$ cat config.mk
export PLATFORM = sky130hd
export DESIGN_NAME = wdg_top
export DESIGN_NICKNAME = d
export VERILOG_FILES = /design/src/logic/wdg_pkg.sv /design/src/logic/wdg_sync_if.sv /design/src/logic/wdg_tick.sv /design/src/logic/wdg_sync.sv /design/src/logic/wdg_top.sv
export VERILOG_INCLUDE_DIRS = /design/src /design/src/logic
export SDC_FILE = /design/constraint.sdc
export NUM_CORES = 1
export LEC_CHECK = 0
export ABC_CLOCK_PERIOD_IN_PS = 5550
export BUFFER_PORTS_ARGS = -buffer_cell sky130_fd_sc_hd__buf_2
export CORE_MARGIN = 1
export CORE_UTILIZATION = 55
export DETAILED_ROUTE_END_ITERATION = 8
export GPL_TIMING_DRIVEN = 0
export PLACE_DENSITY = 0.86
export SETUP_SLACK_MARGIN = 0.1
export SYNTH_ARGS = -nofsm -noshare
export SYNTH_HDL_FRONTEND = slang
export SYNTH_SLANG_ARGS = --single-unit
$ cat constraint.sdc
create_clock -name aclk -period 5.55 [get_ports aclk]
set_input_delay 0.2775 -clock aclk [delete_from_list [all_inputs] [get_ports aclk]]
set_output_delay 0.2775 -clock aclk [all_outputs]
set_load 0.01 [all_outputs]
$ cat src/logic/wdg_consts.svh
`ifndef WDG_CONSTS_SVH
`define WDG_CONSTS_SVH

// Register indices; the byte address is four times the index.
`define WDG_IDX_CONTROL 6'h00
`define WDG_IDX_STATUS 6'h01
`define WDG_IDX_UNLOCK 6'h02

// Field positions.
`define WDG_WIN_MSB 7
`define WDG_WIN_LSB 4
`define WDG_PER_MSB 3
`define WDG_PER_LSB 0
`define WDG_LOCK_BIT 7
`define WDG_CLR_BUSY_BIT 1
`define WDG_SYNC_BUSY_BIT 0

// Reset values.
`define WDG_STATUS_RESET 8'h00
`define WDG_CONTROL_RESET 8'h00

// Time-out codes: code n gives BASE << (n - 1) watchdog clocks.
`define WDG_CODE_MAX 4'hB
`define WDG_BASE_TICKS 14'h0008

// Timing.
`define WDG_CLK_PERIOD_NS 20
`define WDG_OSC_PERIOD_US 1000
`define WDG_TICK_DIV ((`WDG_OSC_PERIOD_US * 1000) / `WDG_CLK_PERIOD_NS)
`define WDG_SYNC_TICKS 2'h2
`define WDG_UNLOCK_INSNS 4
`define WDG_CYC_PER_INSN 4
`define WDG_UNLOCK_CYCLES (`WDG_UNLOCK_INSNS * `WDG_CYC_PER_INSN)

// Unlock key value is arbitrary.
`define WDG_UNLOCK_KEY 8'h5A

// AXI responses.
`define WDG_RESP_OKAY 2'h0
`define WDG_RESP_SLVERR 2'h2

`endif

$ cat src/logic/wdg_pkg.sv
`include "wdg_consts.svh"

package wdg_pkg;

  typedef enum logic [4:0] {
    ST_OFF = 5'b00001,
    ST_NORMAL = 5'b00010,
    ST_FIRST = 5'b00100,
    ST_CLOSED = 5'b01000,
    ST_OPEN = 5'b10000
  } wdg_state_t;

  typedef enum logic [1:0] {
    SEL_CTRL = 2'h0,
    SEL_STATUS = 2'h1,
    SEL_UNLOCK = 2'h2,
    SEL_NONE = 2'h3
  } wdg_sel_t;

  typedef struct packed {
    logic [15:0] cnt;
    logic tick;
  } wdg_tick_st_t;

  typedef struct packed {
    logic busy;
    logic [1:0] cnt;
    logic done;
  } wdg_sync_st_t;

  typedef struct packed {
    logic awready;
    logic wready;
    logic aw_got;
    wdg_sel_t aw_sel;
    logic w_got;
    logic [7:0] wdata;
    logic wstrb0;
    logic bvalid;
    logic [1:0] bresp;
    logic arready;
    logic rvalid;
    logic [1:0] rresp;
    logic [31:0] rdata;
    logic booted;
    logic cfg_apply;
    logic [7:0] ctrl;
    logic [7:0] ctrl_wd;
    logic lock;
    logic [4:0] unlock_cnt;
    logic ctrl_start;
    logic clr_start;
    wdg_state_t state;
    logic [13:0] cnt;
    logic rst_req;
  } wdg_regs_t;

  // Reserved and zero codes both give zero, meaning disabled.
  function automatic logic [13:0] wdg_ticks(input logic [3:0] code);
    logic [13:0] t;
    t = 14'h0000;
    if (code != 4'h0 && code <= `WDG_CODE_MAX) begin
      t = `WDG_BASE_TICKS << (code - 4'h1);
    end
    return t;
  endfunction

endpackage

$ cat src/logic/wdg_sync_if.sv
`timescale 1ns/1ps

interface wdg_sync_if;
  logic start;
  logic busy;
  logic done;
  modport req(output start, input busy, input done);
  modport sync(input start, output busy, output done);
endinterface

$ cat src/logic/wdg_tick.sv
`timescale 1ns/1ps
`include "wdg_consts.svh"

module wdg_tick #(
  parameter int unsigned DIV = `WDG_TICK_DIV
) (
  input wire logic aclk,
  input wire logic aresetn,
  output logic tick
);

  wdg_pkg::wdg_tick_st_t s_r;
  wdg_pkg::wdg_tick_st_t s_nxt;

  always_comb begin
    s_nxt = s_r;
    s_nxt.tick = 1'b0;
    if (s_r.cnt >= 16'(DIV - 1)) begin
      s_nxt.cnt = 16'h0000;
      s_nxt.tick = 1'b1;
    end else begin
      s_nxt.cnt = s_r.cnt + 16'h0001;
    end
  end

  always_ff @(posedge aclk) begin
    if (!aresetn) begin
      s_r <= '0;
    end else begin
      s_r <= s_nxt;
    end
  end

  assign tick = s_r.tick;

endmodule // wdg_tick

$ cat src/logic/wdg_sync.sv
`timescale 1ns/1ps
`include "wdg_consts.svh"

module wdg_sync (
  input wire logic aclk,
  input wire logic aresetn,
  input wire logic tick,
  wdg_sync_if.sync port
);

  wdg_pkg::wdg_sync_st_t s_r;
  wdg_pkg::wdg_sync_st_t s_nxt;

  // Counting whole watchdog clocks from an arbitrary phase gives the
  // one to two clock delay of a real crossing.
  always_comb begin
    s_nxt = s_r;
    s_nxt.done = 1'b0;
    if (!s_r.busy) begin
      if (port.start) begin
        s_nxt.busy = 1'b1;
        s_nxt.cnt = 2'h0;
      end
    end else if (tick) begin
      if (s_r.cnt == `WDG_SYNC_TICKS - 2'h1) begin
        s_nxt.busy = 1'b0;
        s_nxt.done = 1'b1;
      end else begin
        s_nxt.cnt = s_r.cnt + 2'h1;
      end
    end
  end

  always_ff @(posedge aclk) begin
    if (!aresetn) begin
      s_r <= '0;
    end else begin
      s_r <= s_nxt;
    end
  end

  assign port.busy = s_r.busy;
  assign port.done = s_r.done;

endmodule // wdg_sync

$ cat src/logic/wdg_top.sv
// Summary of operation
// - Lock set blocks all control writes.
// - Lock sets by one; clears only in debug.
// - Nonzero fuse period sets lock at boot.
// - Counting continues in sleep while oscillator runs.
// - Debug halt stops watchdog, zeroes counter.
// - After halt, window mode runs normal period.
// - Control write raises busy until crossed.
// - Clears take one-two ticks; extras ignored.
// - Key write opens short protected-write window.
// - Unkeyed protected writes change nothing.
// - Key guards period, window and lock.
// - Window field bits 7:4, closed length.
// - Period field bits 3:0, zero disables.
// - Period sets open window in window mode.
// - Status: lock bit 7, busy bit 0.
// - Missing clear before time-out resets system.
// - Clear inside closed window resets system.
// - Closed window starts after first clear.
// - Control resets from configuration fuse.
`timescale 1ns/1ps
`include "wdg_consts.svh"

module wdg_top #(
  parameter int unsigned ADDR_W = 8,
  parameter int unsigned TICK_DIV = `WDG_TICK_DIV
) (
  input wire logic aclk,
  input wire logic aresetn,
  input wire logic [ADDR_W-1:0] awaddr,
  input wire logic awvalid,
  output logic awready,
  input wire logic [31:0] wdata,
  input wire logic [3:0] wstrb,
  input wire logic wvalid,
  output logic wready,
  output logic [1:0] bresp,
  output logic bvalid,
  input wire logic bready,
  input wire logic [ADDR_W-1:0] araddr,
  input wire logic arvalid,
  output logic arready,
  output logic [31:0] rdata,
  output logic [1:0] rresp,
  output logic rvalid,
  input wire logic rready,
  input wire logic [7:0] watchdog_config_fuse,
  input wire logic timer_clear_instruction,
  input wire logic debug_halt,
  input wire logic debug_mode,
  input wire logic osc_running,
  output logic sys_reset_req
);

  wdg_pkg::wdg_regs_t s_r;
  wdg_pkg::wdg_regs_t s_nxt;

  logic tick;
  logic ctrl_busy;
  logic unlocked;
  logic do_wr;
  logic [13:0] win_t;
  logic [13:0] per_t;
  logic [13:0] cnt_inc;
  logic count_en;
  logic per_done;
  logic win_done;
  logic ctrl_wr_ok;
  logic lock_wr_ok;
  logic clr_busy;
  logic [7:0] status_byte;
  wdg_pkg::wdg_state_t home;

  wdg_sync_if ctrl_if ();
  wdg_sync_if clr_if ();

  wdg_tick #(
    .DIV(TICK_DIV)
  ) u_tick (
    .aclk(aclk),
    .aresetn(aresetn),
    .tick(tick)
  );

  // One crossing carries control writes, the other clear instructions;
  // each refuses a new start while it is still busy.
  wdg_sync u_ctrl_sync (
    .aclk(aclk),
    .aresetn(aresetn),
    .tick(tick),
    .port(ctrl_if.sync)
  );

  wdg_sync u_clr_sync (
    .aclk(aclk),
    .aresetn(aresetn),
    .tick(tick),
    .port(clr_if.sync)
  );

  assign ctrl_if.start = s_r.ctrl_start;
  assign clr_if.start = s_r.clr_start;

  // Only aligned words decode; anything else is answered with SLVERR.
  // The decode serves both the write and the read channel.
  function automatic wdg_pkg::wdg_sel_t reg_sel(input logic [ADDR_W-1:0] a);
    wdg_pkg::wdg_sel_t sel;
    sel = wdg_pkg::SEL_NONE;
    if (a[1:0] == 2'h0) begin
      if (a[ADDR_W-1:2] == (ADDR_W-2)'(`WDG_IDX_CONTROL)) begin
        sel = wdg_pkg::SEL_CTRL;
      end else if (a[ADDR_W-1:2] == (ADDR_W-2)'(`WDG_IDX_STATUS)) begin
        sel = wdg_pkg::SEL_STATUS;
      end else if (a[ADDR_W-1:2] == (ADDR_W-2)'(`WDG_IDX_UNLOCK)) begin
        sel = wdg_pkg::SEL_UNLOCK;
      end
    end
    return sel;
  endfunction

  // The start pulse is covered too, so busy reads high from the cycle
  // in which the write response rises onward with no gap.
  assign ctrl_busy = s_r.ctrl_start | ctrl_if.busy;
  assign unlocked = s_r.unlock_cnt != 5'h00;
  assign do_wr = s_r.aw_got & s_r.w_got & ~s_r.bvalid;

  // Refused writes still answer OKAY; the value simply stays. A write
  // during a crossing is dropped so the watchdog side never sees a value
  // that changed half way across.
  assign ctrl_wr_ok = s_r.wstrb0 & unlocked & ~s_r.lock & ~ctrl_busy &
                      s_r.booted;
  // The key window is not used up by a write; several may share it.
  assign lock_wr_ok = s_r.wstrb0 & unlocked;
  // The pending clear shows from the registered pulse onward.
  assign clr_busy = s_r.clr_start | clr_if.busy;

  // The counter works from the copy held on the watchdog side only.
  assign win_t = wdg_pkg::wdg_ticks(s_r.ctrl_wd[`WDG_WIN_MSB:`WDG_WIN_LSB]);
  assign per_t = wdg_pkg::wdg_ticks(s_r.ctrl_wd[`WDG_PER_MSB:`WDG_PER_LSB]);
  assign cnt_inc = s_r.cnt + 14'h0001;
  // Sleep itself does not matter; only a stopped oscillator or a debug halt stops counting.
  assign count_en = tick & osc_running;
  // A time-out ends on the tick that brings the count to its length.
  assign per_done = cnt_inc >= per_t;
  assign win_done = cnt_inc >= win_t;

  // Unused status bits read zero.
  always_comb begin
    status_byte = `WDG_STATUS_RESET;
    status_byte[`WDG_LOCK_BIT] = s_r.lock;
    status_byte[`WDG_CLR_BUSY_BIT] = clr_busy;
    status_byte[`WDG_SYNC_BUSY_BIT] = ctrl_busy;
  end

  // Where the counter starts again after a new setting or a debug halt.
  always_comb begin
    if (per_t == 14'h0000) begin
      home = wdg_pkg::ST_OFF;
    end else if (win_t != 14'h0000) begin
      home = wdg_pkg::ST_FIRST;
    end else begin
      home = wdg_pkg::ST_NORMAL;
    end
  end

  always_comb begin
    s_nxt = s_r;
    s_nxt.ctrl_start = 1'b0;
    s_nxt.clr_start = timer_clear_instruction;
    s_nxt.cfg_apply = 1'b0;
    if (unlocked) begin
      s_nxt.unlock_cnt = s_r.unlock_cnt - 5'h01;
    end

    // Fuse value is caught after reset release, not under reset.
    if (!s_r.booted) begin
      s_nxt.booted = 1'b1;
      s_nxt.ctrl = watchdog_config_fuse;
      s_nxt.ctrl_wd = watchdog_config_fuse;
      s_nxt.cfg_apply = 1'b1;
      s_nxt.lock = watchdog_config_fuse[`WDG_PER_MSB:`WDG_PER_LSB]
                   != 4'h0;
    end

    if (ctrl_if.done) begin
      s_nxt.ctrl_wd = s_r.ctrl;
      s_nxt.cfg_apply = 1'b1;
    end

    // Write channel.
    if (s_r.bvalid && bready) begin
      s_nxt.bvalid = 1'b0;
    end
    if (s_r.awready && awvalid) begin
      s_nxt.aw_got = 1'b1;
      s_nxt.aw_sel = reg_sel(awaddr);
    end
    if (s_r.wready && wvalid) begin
      s_nxt.w_got = 1'b1;
      s_nxt.wdata = wdata[7:0];
      s_nxt.wstrb0 = wstrb[0];
    end
    if (do_wr) begin
      s_nxt.aw_got = 1'b0;
      s_nxt.w_got = 1'b0;
      s_nxt.bvalid = 1'b1;
      s_nxt.bresp = `WDG_RESP_OKAY;
      case (s_r.aw_sel)
        wdg_pkg::SEL_CTRL: begin
          if (ctrl_wr_ok) begin
            s_nxt.ctrl = s_r.wdata;
            s_nxt.ctrl_start = 1'b1;
          end
        end
        wdg_pkg::SEL_STATUS: begin
          if (lock_wr_ok) begin
            if (s_r.wdata[`WDG_LOCK_BIT]) begin
              s_nxt.lock = 1'b1;
            end else if (debug_mode) begin
              s_nxt.lock = 1'b0;
            end
          end
        end
        wdg_pkg::SEL_UNLOCK: begin
          if (s_r.wstrb0 && s_r.wdata == `WDG_UNLOCK_KEY) begin
            s_nxt.unlock_cnt = 5'(`WDG_UNLOCK_CYCLES);
          end
        end
        default: begin
          s_nxt.bresp = `WDG_RESP_SLVERR;
        end
      endcase
    end
    s_nxt.awready = ~s_nxt.aw_got;
    s_nxt.wready = ~s_nxt.w_got;

    // Read channel.
    if (s_r.rvalid && rready) begin
      s_nxt.rvalid = 1'b0;
    end
    if (s_r.arready && arvalid) begin
      s_nxt.rvalid = 1'b1;
      s_nxt.rresp = `WDG_RESP_OKAY;
      s_nxt.rdata = 32'h0000_0000;
      case (reg_sel(araddr))
        wdg_pkg::SEL_CTRL: begin
          s_nxt.rdata[7:0] = s_r.ctrl;
        end
        wdg_pkg::SEL_STATUS: begin
          s_nxt.rdata[7:0] = status_byte;
        end
        wdg_pkg::SEL_UNLOCK: begin
          s_nxt.rdata = 32'h0000_0000;
        end
        default: begin
          s_nxt.rresp = `WDG_RESP_SLVERR;
        end
      endcase
    end
    s_nxt.arready = ~s_nxt.rvalid;

    // Time-out engine. The reset request is sticky: the reset
    // controller is expected to reset this block in turn.
    if (s_r.cfg_apply || debug_halt) begin
      s_nxt.state = home;
      s_nxt.cnt = 14'h0000;
    end else if (clr_if.done) begin
      case (s_r.state)
        wdg_pkg::ST_NORMAL: begin
          s_nxt.cnt = 14'h0000;
        end
        wdg_pkg::ST_FIRST: begin
          s_nxt.state = wdg_pkg::ST_CLOSED;
          s_nxt.cnt = 14'h0000;
        end
        wdg_pkg::ST_CLOSED: begin
          s_nxt.rst_req = 1'b1;
        end
        wdg_pkg::ST_OPEN: begin
          s_nxt.state = wdg_pkg::ST_CLOSED;
          s_nxt.cnt = 14'h0000;
        end
        default: begin
          s_nxt.cnt = 14'h0000;
        end
      endcase
    end else if (count_en) begin
      case (s_r.state)
        wdg_pkg::ST_NORMAL, wdg_pkg::ST_FIRST: begin
          s_nxt.cnt = cnt_inc;
          if (per_done) begin
            s_nxt.rst_req = 1'b1;
          end
        end
        wdg_pkg::ST_CLOSED: begin
          s_nxt.cnt = cnt_inc;
          if (win_done) begin
            s_nxt.state = wdg_pkg::ST_OPEN;
            s_nxt.cnt = 14'h0000;
          end
        end
        wdg_pkg::ST_OPEN: begin
          s_nxt.cnt = cnt_inc;
          if (per_done) begin
            s_nxt.rst_req = 1'b1;
          end
        end
        default: begin
          s_nxt.cnt = 14'h0000;
        end
      endcase
    end
  end

  always_ff @(posedge aclk) begin
    if (!aresetn) begin
      // Readies stay low through reset and rise one edge after release.
      s_r <= '0;
      s_r.state <= wdg_pkg::ST_OFF;
      s_r.ctrl <= `WDG_CONTROL_RESET;
      s_r.lock <= 1'(`WDG_STATUS_RESET >> `WDG_LOCK_BIT);
    end else begin
      s_r <= s_nxt;
    end
  end

  assign awready = s_r.awready;
  assign wready = s_r.wready;
  assign bvalid = s_r.bvalid;
  assign bresp = s_r.bresp;
  assign arready = s_r.arready;
  assign rvalid = s_r.rvalid;
  assign rresp = s_r.rresp;
  assign rdata = s_r.rdata;
  assign sys_reset_req = s_r.rst_req;

endmodule // wdg_top

# --- Word level (Yosys, flattened, before mapping) ---
# Index checks and enable logic that the tools add are counted.
classes:
  mux: 64
  n_eq_ne: 23
  reduce_logical: 44
  order_cmp: 5
  add_sub_neg: 7
  bitwise: 17
  shift: 2
ops:
  columns: ["op", "n"]
  rows:
  - ["$mux 14", 3]
  - ["$mux 20", 2]
  - ["$mux 19", 2]
  - ["$mux 35", 1]
  - ["$mux 8", 4]
  - ["$ge 14x14->1", 2]
  - ["$pmux 14 s2", 1]
  - ["$shl 4x4->14 const A", 2]
  - ["$mux 5", 5]
  - ["$mux 3", 8]
  - ["$mux 2", 11]
  - ["$mux 1", 21]
  - ["$mux 18", 1]
  - ["$add 16x1->16 const B", 1]
  - ["$ge 16x16->1 const B", 1]
  - ["$pmux 8 s2", 1]
  - ["$reduce_and 3->1", 5]
  - ["$add 14x1->14 const B", 1]
  - ["$logic_not 14->1", 1]
  - ["$reduce_bool 14->1", 1]
  - ["$eq 6x1->1 const B", 2]
  - ["$eq 6x2->1 const B", 2]
  - ["$logic_not 6->1", 2]
  - ["$ne 2x2->1 const B", 6]
  - ["31 further kinds", 76]
totals:
  reg_bits: 101
  out_inout_bits: 42
  wordCells: 194

# --- Depth between registers and ports, before layout ---
# Gate-level depths: netlist of run 1.
logic_depth:
  depth_word: 11
  mapped_depth: 12
  depth_no_buf: 11

# --- Cells and area by module ---
# A second synthesis of run 1 with hierarchy kept.
unflattened:
  hier_cells: 626
  area_unflattened_um2: 5307.6
modules_own_cells:
  columns: ["mod", "area_each_um2", "n_inst", "cells_each"]
  rows:
  - ["wdg_top", 4172.8, 1, 502]
  - ["wdg_tick", 764.5, 1, 84]
  - ["wdg_sync", 185.2, 2, 20]

# --- Worst setup path after synthesis of run 1 ---
# No wires, ideal clock.
synth_path:
  kind: "flip-flop to flip-flop"
  start: "register s_r[3] (netlist name)"
  end: "register s_r[4] (netlist name)"
  path_slack_ns: 2.755
  synth_period_minus_slack_ns: 2.795
  arrival_time_ns: 2.724
  stages_incl_launch_ff: 12
  path_cell_list: "dfxtp_1 and3_1 nand3_1 o31a_1 or2_2 ha_1 a21oi_1 o21ai_0 nor3_1 buf_2 o31ai_1 a21oi_1"
synth_between:
  elab_chain_cells: 6
synth_lines:
  columns: ["element", "line", "source"]
  rows:
  - ["start, declared", "wdg_top.sv:55", "wdg_pkg::wdg_regs_t s_r;"]
  - ["start signal, assigned", "wdg_top.sv:323", "s_r <= s_nxt;"]
  - ["$add 14x1->14 (*)", "wdg_top.sv:140", "assign cnt_inc = s_r.cnt + 14'h0001;"]
  - ["$ge 14x14->1", "wdg_top.sv:145", "assign win_done = cnt_inc >= win_t;"]
  - ["$mux 19", "wdg_top.sv:297", "if (win_done) begin"]
  - ["$pmux 14 s2 (*)", "wdg_top.sv:288", "case (s_r.state)"]
  - ["$mux 20 (*)", "wdg_top.sv:287", "end else if (count_en) begin"]
  - ["$mux 20 (*)", "wdg_top.sv:267", "end else if (clr_if.done) begin"]
# Every way passes the cells marked *; elsewhere a longest branch is shown, timed or not. The select of a mux whose other input is x is not followed.
# A chain may end at the register's enable or synchronous reset.

# --- Worst setup path after layout of run 1 ---
layout_path:
  start: "register s_r[3] (netlist name)"
  end: "register s_r[2] (netlist name)"
layout_between:
  elab_chain_cells: 6
layout_lines:
  columns: ["element", "line"]
  rows:
  - ["$add 14x1->14", "wdg_top.sv:140"]
  - ["$ge 14x14->1", "wdg_top.sv:145"]
  - ["$mux 19", "wdg_top.sv:297"]
  - ["$pmux 14 s2", "wdg_top.sv:288"]
  - ["$mux 20", "wdg_top.sv:287"]
  - ["$mux 20", "wdg_top.sv:267"]
# Every way passes these cells. The select of a mux whose other input is x is not followed.

==> metrics.md, run 1 <==
| Metric | Value |
|---|---|
| Final routed DRC violation total | 0 |
| Seq/Total Area, Yosys | 0.3845 |
| Buffer and inverter count on the worst path | 1 |
| Share of power burned in registers | 0.547 |
| Top cell family by delay on the critical path | simple AND/OR/NAND/NOR gates |
| Arrival time of data at the critical path endpoint | 3750 ps |
| # resized after CTS | 0 |
| Power dissipated by switching net loads | between 400 and 500 uW |
| Post-Synth Simple-Gate Area | 0.2515 |
| Gate count after technology mapping | 635 |
| Multiplexer fraction of the synthesized cell area | 0.001942 |
| Number of non-filler instances in the completed layout | 842 |
| Remaining Overflow, GRT | 0 |
| Post-synthesis compound-gate area fraction | 0.1789 |
| Sinks on Clock Net | between 90 and 100 |
| Total routing usage reported by global routing | 0.2583 |
| Largest stage delay on the critical path | 510 ps |
| Sum of routed wire length over all layers | roughly 12,000 um |
| Number of vias per cell after detailed routing | 5.667 |
| Switching power as a share of total power | 0.2899 |
| Syn. warnings | 0 |
| Chip height | between 90 and 100 um |
| Power density of the placed cells | 241.0 mW/mm2 |
| Estimated wirelength of the detail-placed design | 9278 um |
| Worst path required time | 5850 ps |
| Synth Area in Adders | 0.06553 |
| Number of vias after detailed routing | 4,772 |
| Width of the die | 98.81 um |
| Final standard cell utilization of the core | 0.6590 |
| Maximum Capacitance Violations | 0 |
| CTS tree | built |
| Area of the die | 0.009763 mm2 |
| Crit start category | flop |
| Antenna violations before repair | 0 |
| Critical-path maximum fanout | 10 |
| Main combinational cell family by area after synthesis | simple AND/OR/NAND/NOR gates |
| Post-layout min period | 3449 ps |
| Unrepaired setup endpoints after global routing | no |
| Unique masters post-synth | 55 |
| Post-route setup TNS | 0 ps |
| Per-instance average area after synthesis | 8.118 um2 |
| Highest achievable clock rate | 0.2899 GHz |
| Per-cell routed wire length | 14.52 um |
| Iteration count of the initial detailed-routing pass | 5 |
| Post-detailed-route count of antenna-violating nets | 0 |
| Top flip-flop cell by instance count after synthesis | sky130_fd_sc_hd__dfxtp_1 |
| Worst setup startpoint | s_r[3] |
| Growth of design area from synthesis to finish | 13.67% |
| Final Hold Vio Count | 0 |
| Result of the run | finished, final reports clean |
| Number of input and output port buffers inserted | 58 |
| Cell-internal power | around 1000 uW |
| Number of flip-flops and latches in the synthesized netlist | 99 |
| Maximum clock path buffer count | 2 |
| ANT cells | 0 |
| Share of flip-flops with an asynchronous set or reset after synthesis | 0 |
| Transition time of the tightest slew-check pin | 697.3 ps |
| Path type of the worst setup path | reg2reg |
| RR Startpoint | s_r[3] |
| Maximum number of pins on one net before global-route repair | 19 |
| Clock skew | 15.30 ps |
| Tcrit/Tclk final | 0.6214 |
| Proportion of power drawn by combinational gates | 0.140 |
| Clock slew seen by the registers of the worst setup and hold paths | between 100 and 150 ps |
| Clock Root Buffer | sky130_fd_sc_hd__clkbuf_8 |
| Startpoint of the tightest hold check path | aresetn |
| Setup slack, reg-to-reg | approximately 2100 ps |
| NumNets Final | 827 |
| Cell chain of the critical path | and3_1 -> nand3_1 -> o31a_1 -> or2_2 -> ha_1 -> a21oi_1 -> o21ai_0 -> nor3_1 -> buf_2 -> o31ai_1 -> a21oi_1 |
| Headroom to the max-slew limit | 0.5231 |
| Setup crit end kind | flop |
| Slowest CP cell | sky130_fd_sc_hd__nor3_1 |
| Hold bufs inserted after CTS | 0 |
| Max-slew violation total from the final report | 0 |
| Cell count after placement | between 800 and 900 |
| Global-route wire length before repair | 20,270 um |
| Clock Power Share | 0.313 |
| Worst-Skew Late Latency | 370 ps |
| Initial core utilization | 0.5798 |
| Final number of setup-violating endpoints | 0 |
| Total CTS buffers | 9 |
| H-tree lvl count | 3 |
| Leakage component of the power | ~0.0025 uW |
| Ports placed on the boundary | 113 |
| Worst-case vdd ir drop | 181.9 uV |
| Post-synth EDFFs | 0 |
| Area of the core | a little under 0.009 mm2 |
| Number of global-route vias before repair | about 4,500 |
| Most common cell on crit path | sky130_fd_sc_hd__a21oi_1 |
| Share of cells above drive strength 1 | 0.1717 |
| Summed instance area of the synthesized netlist | 0.005155 mm2 |
| Classification of the worst-slack hold path | in2reg |
| Count of standard-cell rows | 34 |
| RD Place Congestion | 0.8838 |
| Post-CTS setup buffers | 0 |
| First DRT Iteration DRCs | 310 |
| Share of the synthesized netlist area taken by xor and xnor gates | 0.04078 |
flip-flops by register name, indices dropped and copies added (netlist names), 2 cells and up:
name / flops
s_r: 56
rdata: 8
u_ctrl_sync.s_r: 2
u_tick.s_r: 16
u_clr_sync.s_r: 2
cells by family (layout without fill, tap and decap cells):
| kind of cell | after synthesis | count (layout) |
|---|---|---|
| other | 1 | 26 |
| muxes | 1 | 1 |
| xor gates and xnor gates | 24 | 24 |
| AOI/OAI and AO/OA | 148 | 148 |
| buffers and inverters | 66 | 140 |
| and+or+nand+nor | 269 | 269 |
| DFF | 99 | 99 |
| adders and majority gates | 27 | 27 |
synthesized netlist by cell type (5+ instances only):
master	number	area, um2
sky130_fd_sc_hd__inv_1	10	37.54
sky130_fd_sc_hd__a22oi_1	6	45.04
sky130_fd_sc_hd__a211oi_1	14	105.1
sky130_fd_sc_hd__o21ai_0	18	90.09
sky130_fd_sc_hd__buf_4	36	270.3
sky130_fd_sc_hd__xor2_1	8	70.07
sky130_fd_sc_hd__ha_1	27	337.8
sky130_fd_sc_hd__nor2b_1	21	131.4
sky130_fd_sc_hd__nor3_1	10	50.05
sky130_fd_sc_hd__o32ai_1	5	43.79
sky130_fd_sc_hd__clkbuf_1	17	63.81
sky130_fd_sc_hd__a21oi_1	69	345.3
sky130_fd_sc_hd__nor4_1	8	50.05
sky130_fd_sc_hd__nor2_1	82	307.8
sky130_fd_sc_hd__o31ai_1	10	75.07
sky130_fd_sc_hd__nand2_1	83	311.6
sky130_fd_sc_hd__nand3_1	20	100.1
sky130_fd_sc_hd__xnor2_1	16	140.1
sky130_fd_sc_hd__dfxtp_1	99	1982
sky130_fd_sc_hd__and3_1	10	62.56
sky130_fd_sc_hd__nand4_1	7	43.79
sky130_fd_sc_hd__and2_1	5	31.28
worst paths after layout:
path	endpoint	depth (start not counted)
min	s_r[45]	1
min reg2reg	bresp[1]	2
max reg2reg	s_r[2]	11
max	s_r[2]	11
final cells by class:
class                      instances  area [um2]
timing repair buffer              58       290.3
inverter                          10       37.54
clock inverter                     7       61.31
buffer                            56       355.3
clock buffer                       9       123.9
tap                              108       135.1
fill                             729        3032
sequential                        99        1982
multi-input combinational        495        2874
layer usage:
| layer | global-route usage | wire [um] |
|---|---|---|
| met4 | 0.1527 | 497 |
| met1 | 0.2971 | 5043 |
| met5 | 0 | 0 |
| met3 | 0.03830 | 590 |
| met2 | 0.4551 | 6093 |
through the flow:
step,hold WS (ps),cell area (um2),power [uW],setup WS (ps)
after global placement,394.1,5674,973.8,2323
after detailed placement,398.6,5674,984.6,2208
after global routing,9.653,5859,1478,1894
final,19.25,5859,1412,2101
after CTS,14.22,5859,1414,2160
after floorplan,305.2,5249,929.7,2755
power groups by stage:
| stage | Sequential (uW) | Clock, uW | Combinational, uW |
|---|---|---|---|
| global placement | 786 | 0 | 188 |
| detailed placement | 789 | 0 | 196 |
| global route | 778 | 478 | 222 |
| CTS | 772 | 445 | 197 |
| finish | 773 | 441 | 198 |
| floorplan | 781 | 0 | 149 |
cell usage in the layout (no fill, tap or decap), types with 5 or more instances in the layout:
cell type,n
sky130_fd_sc_hd__nor4_1,8
sky130_fd_sc_hd__conb_1,26
sky130_fd_sc_hd__inv_1,10
sky130_fd_sc_hd__and3_1,10
sky130_fd_sc_hd__nand2_1,83
sky130_fd_sc_hd__nor3_1,10
sky130_fd_sc_hd__a21oi_1,69
sky130_fd_sc_hd__clkbuf_1,17
sky130_fd_sc_hd__clkbuf_8,9
sky130_fd_sc_hd__nand4_1,7
sky130_fd_sc_hd__nor2_1,82
sky130_fd_sc_hd__nand3_1,20
sky130_fd_sc_hd__a22oi_1,6
sky130_fd_sc_hd__and2_1,5
sky130_fd_sc_hd__buf_4,36
sky130_fd_sc_hd__dfxtp_1,99
sky130_fd_sc_hd__xnor2_1,16
sky130_fd_sc_hd__xor2_1,8
sky130_fd_sc_hd__nor2b_1,21
sky130_fd_sc_hd__ha_1,27
sky130_fd_sc_hd__o32ai_1,5
sky130_fd_sc_hd__o31ai_1,10
sky130_fd_sc_hd__o21ai_0,18
sky130_fd_sc_hd__buf_2,60
sky130_fd_sc_hd__a211oi_1,14
Note: power is estimated with default switching activity, not from simulation.
==> inputs of run 2 (changes only) <==
Settings changed: ABC_CLOCK_PERIOD_IN_PS 5550 to 2900, CORE_UTILIZATION 55 to 49, PLACE_DENSITY 0.86 to 0.81.
Clock period 5.55 ns to 2.9 ns, I/O delays scaled along.
==> run 2 against run 1 <==
Effect of this change:
- clock skew down 5.1 ps
- count of clock-buffer cells in the layout up 1
- highest routed layer unchanged
- sequential power up 91%
- worst setup slack worse by 2000 ps
- largest power group unchanged
==> metrics.md, run 2 (same netlist as run 1, synthesis figures left out) <==
| Metric | Value |
|---|---|
| Total CTS buffers | 9 |
| Clock Power Share | 0.294 |
| Area of the core | between 0.01 and 0.015 mm2 |
| Slowest CP cell | sky130_fd_sc_hd__dfxtp_4 |
| Maximum clock path buffer count | 2 |
| Share of power burned in registers | 0.556 |
| Initial core utilization | 0.5016 |
| Arrival time of data at the critical path endpoint | 3040 ps |
| Transition time of the tightest slew-check pin | 697.0 ps |
| Remaining Overflow, GRT | 0 |
| Hold WS | 7.110 ps |
| Worst-case vdd ir drop | ~290 uV |
| Maximum number of pins on one net before global-route repair | 16 |
| Power density of the placed cells | roughly 430 mW/mm2 |
| Leakage component of the power | 0.002600 uW |
| Clock Root Buffer | sky130_fd_sc_hd__clkbuf_8 |
| Switching power as a share of total power | 0.2841 |
| Count of standard-cell rows | 37 |
| Cell-internal power | roughly 1900 uW |
| Largest stage delay on the critical path | 390 ps |
| Worst-Skew Late Latency | 370 ps |
| ANT cells | 0 |
| Number of flip-flops under the largest register name | 56 |
| Number of input and output port buffers inserted | 58 |
| Setup crit end kind | flop |
| Post-detailed-route count of antenna-violating nets | 0 |
| Maximum Capacitance Violations | 0 |
| Critical-path maximum fanout | 7 |
| Global-route wire length before repair | 21,130 um |
| NumNets Final | 845 |
| Number of global-route vias before repair | 4,783 |
| Most common cell on crit path | sky130_fd_sc_hd__buf_4 |
| Worst path required time | ~3100 ps |
| Sinks on Clock Net | 99 |
| RD Place Congestion | 0.8500 |
| Number of vias after detailed routing | 4,808 |
| Total routing usage reported by global routing | 0.2384 |
| Chip height | around 100 um |
| Tcrit/Tclk final | 0.9652 |
| Power consumption | 2655 uW |
| First DRT Iteration DRCs | 231 |
| Per-cell routed wire length | 14.34 um |
| Buffer and inverter count on the worst path | 3 |
| Ports placed on the boundary | between 100 and 150 |
| Path type of the worst setup path | reg2reg |
| Number of vias per cell after detailed routing | 5.421 |
| Share of cells above drive strength 1 | 0.2250 |
| Sum of routed wire length over all layers | ~13,000 um |
| Width of the die | ~100 um |
| Final routed DRC violation total | 0 |
| Final standard cell utilization of the core | 0.6075 |
| Final Hold Vio Count | 0 |
| Area of the die | approximately 0.011 mm2 |
| Crit start category | flop |
| Most common cell after layout, fill and taps aside | sky130_fd_sc_hd__dfxtp_1 |
| Highest achievable clock rate | roughly 0.36 GHz |
| Largest Register | s_r |
| Result of the run | finished, final reports clean |
| Clock slew seen by the registers of the worst setup and hold paths | 100 ps |
| Cell chain of the critical path | nand4_1 -> buf_4 -> o31a_1 -> or2_4 -> ha_4 -> nand2_2 -> o211ai_1 -> buf_4 -> nor4_4 -> buf_4 -> o32ai_1 -> a21oi_1 |
| Commonest cells after routing, fill and taps aside | sky130_fd_sc_hd__dfxtp_1 (89), sky130_fd_sc_hd__nand2_1 (81), sky130_fd_sc_hd__nor2_1 (81), sky130_fd_sc_hd__a21oi_1 (67), sky130_fd_sc_hd__buf_2 (60) |
| Unrepaired setup endpoints after global routing | no |
| Antenna violations before repair | 0 |
| H-tree lvl count | 3 |
| Final number of setup-violating endpoints | 0 |
| Post-layout min period | 2799 ps |
| Iteration count of the initial detailed-routing pass | 5 |
| Estimated wirelength of the detail-placed design | 9282 um |
| Classification of the worst-slack hold path | in2reg |
| Max-slew violation total from the final report | 0 |
| Top cell family by delay on the critical path | compound AO/OA/AOI/OAI gates |
| Clock skew | 10.22 ps |
| Proportion of power drawn by combinational gates | 0.149 |
| Growth of design area from synthesis to finish | 21.12% |
| CTS tree | built |
| Power dissipated by switching net loads | 754.2 uW |
| Headroom to the max-slew limit | 0.5315 |
[run 2: final timing paths]
kind,start,end,slack (ps),cells after the start
worst min-delay path,wdata[1],s_r[87],7,3
worst max-delay path,s_r[7],s_r[11],100,12
worst max register to register,s_r[7],s_r[11],100,12
worst min register to register,u_tick.s_r[1],u_tick.s_r[1],470,1
[run 2: area by class of cell]
cell class | instances | area (um2)
well taps | 136 | 170.2
repair buffers | 76 | 440.4
plain buffers | 56 | 355.3
fillers | 881 | 4034
flip-flops and latches | 99 | 2007
inverters | 10 | 37.54
clock buffers | 10 | 127.6
multi-input cells | 495 | 3074
clock inverters | 5 | 31.28
[run 2: power groups by stage]
stage	clock (uW)	sequential, uW	combinational [uW]
after floorplan	0	1490	285
after global placement	0	1500	361
after detailed placement	0	1510	378
after CTS	792	1480	392
after global routing	852	1490	443
final	782	1480	396
[run 2: worst register-to-register path, delay by kind of cell (launching register included)]
kind | cells | cell delay [ps]
DFF | 1 | 390
buffers and inverters | 3 | 540
AOI/OAI and AO/OA | 4 | 910
and+or+nand+nor | 4 | 550
adders and majority gates | 1 | 290
[run 2: layer usage]
| metal | part of all wire | vias up | global-route usage |
|---|---|---|---|
| met5 | 0 | - | 0 |
| met1 | 0.42 | 2183 | 0.2758 |
| met4 | 0.037 | 0 | 0.1419 |
| li1 | - | 2403 | - |
| met3 | 0.049 | 41 | 0.03369 |
| met2 | 0.49 | 181 | 0.4172 |
[run 2: what timing repair did]
item	CTS	global route
cloned	1	0
hold endpoints to repair	6	0
resized for setup	30	22
setup endpoints to repair	16	16
hold buffers	6	0
setup buffers	7	4
pin swaps	5	10
[run 2: stage by stage]
stage | setup TNS [ps] | std cells | setup WS (ps) | area, um2
after floorplan | 0 | 660 | 105.2 | 5249
after global placement | -2802 | 854 | -271.4 | 5709
after detailed placement | -4761 | 854 | -460.5 | 5709
after CTS | 0 | 883 | 111.6 | 6110
after global routing | 0 | 887 | 66.61 | 6243
final | 0 | 887 | 100.8 | 6243
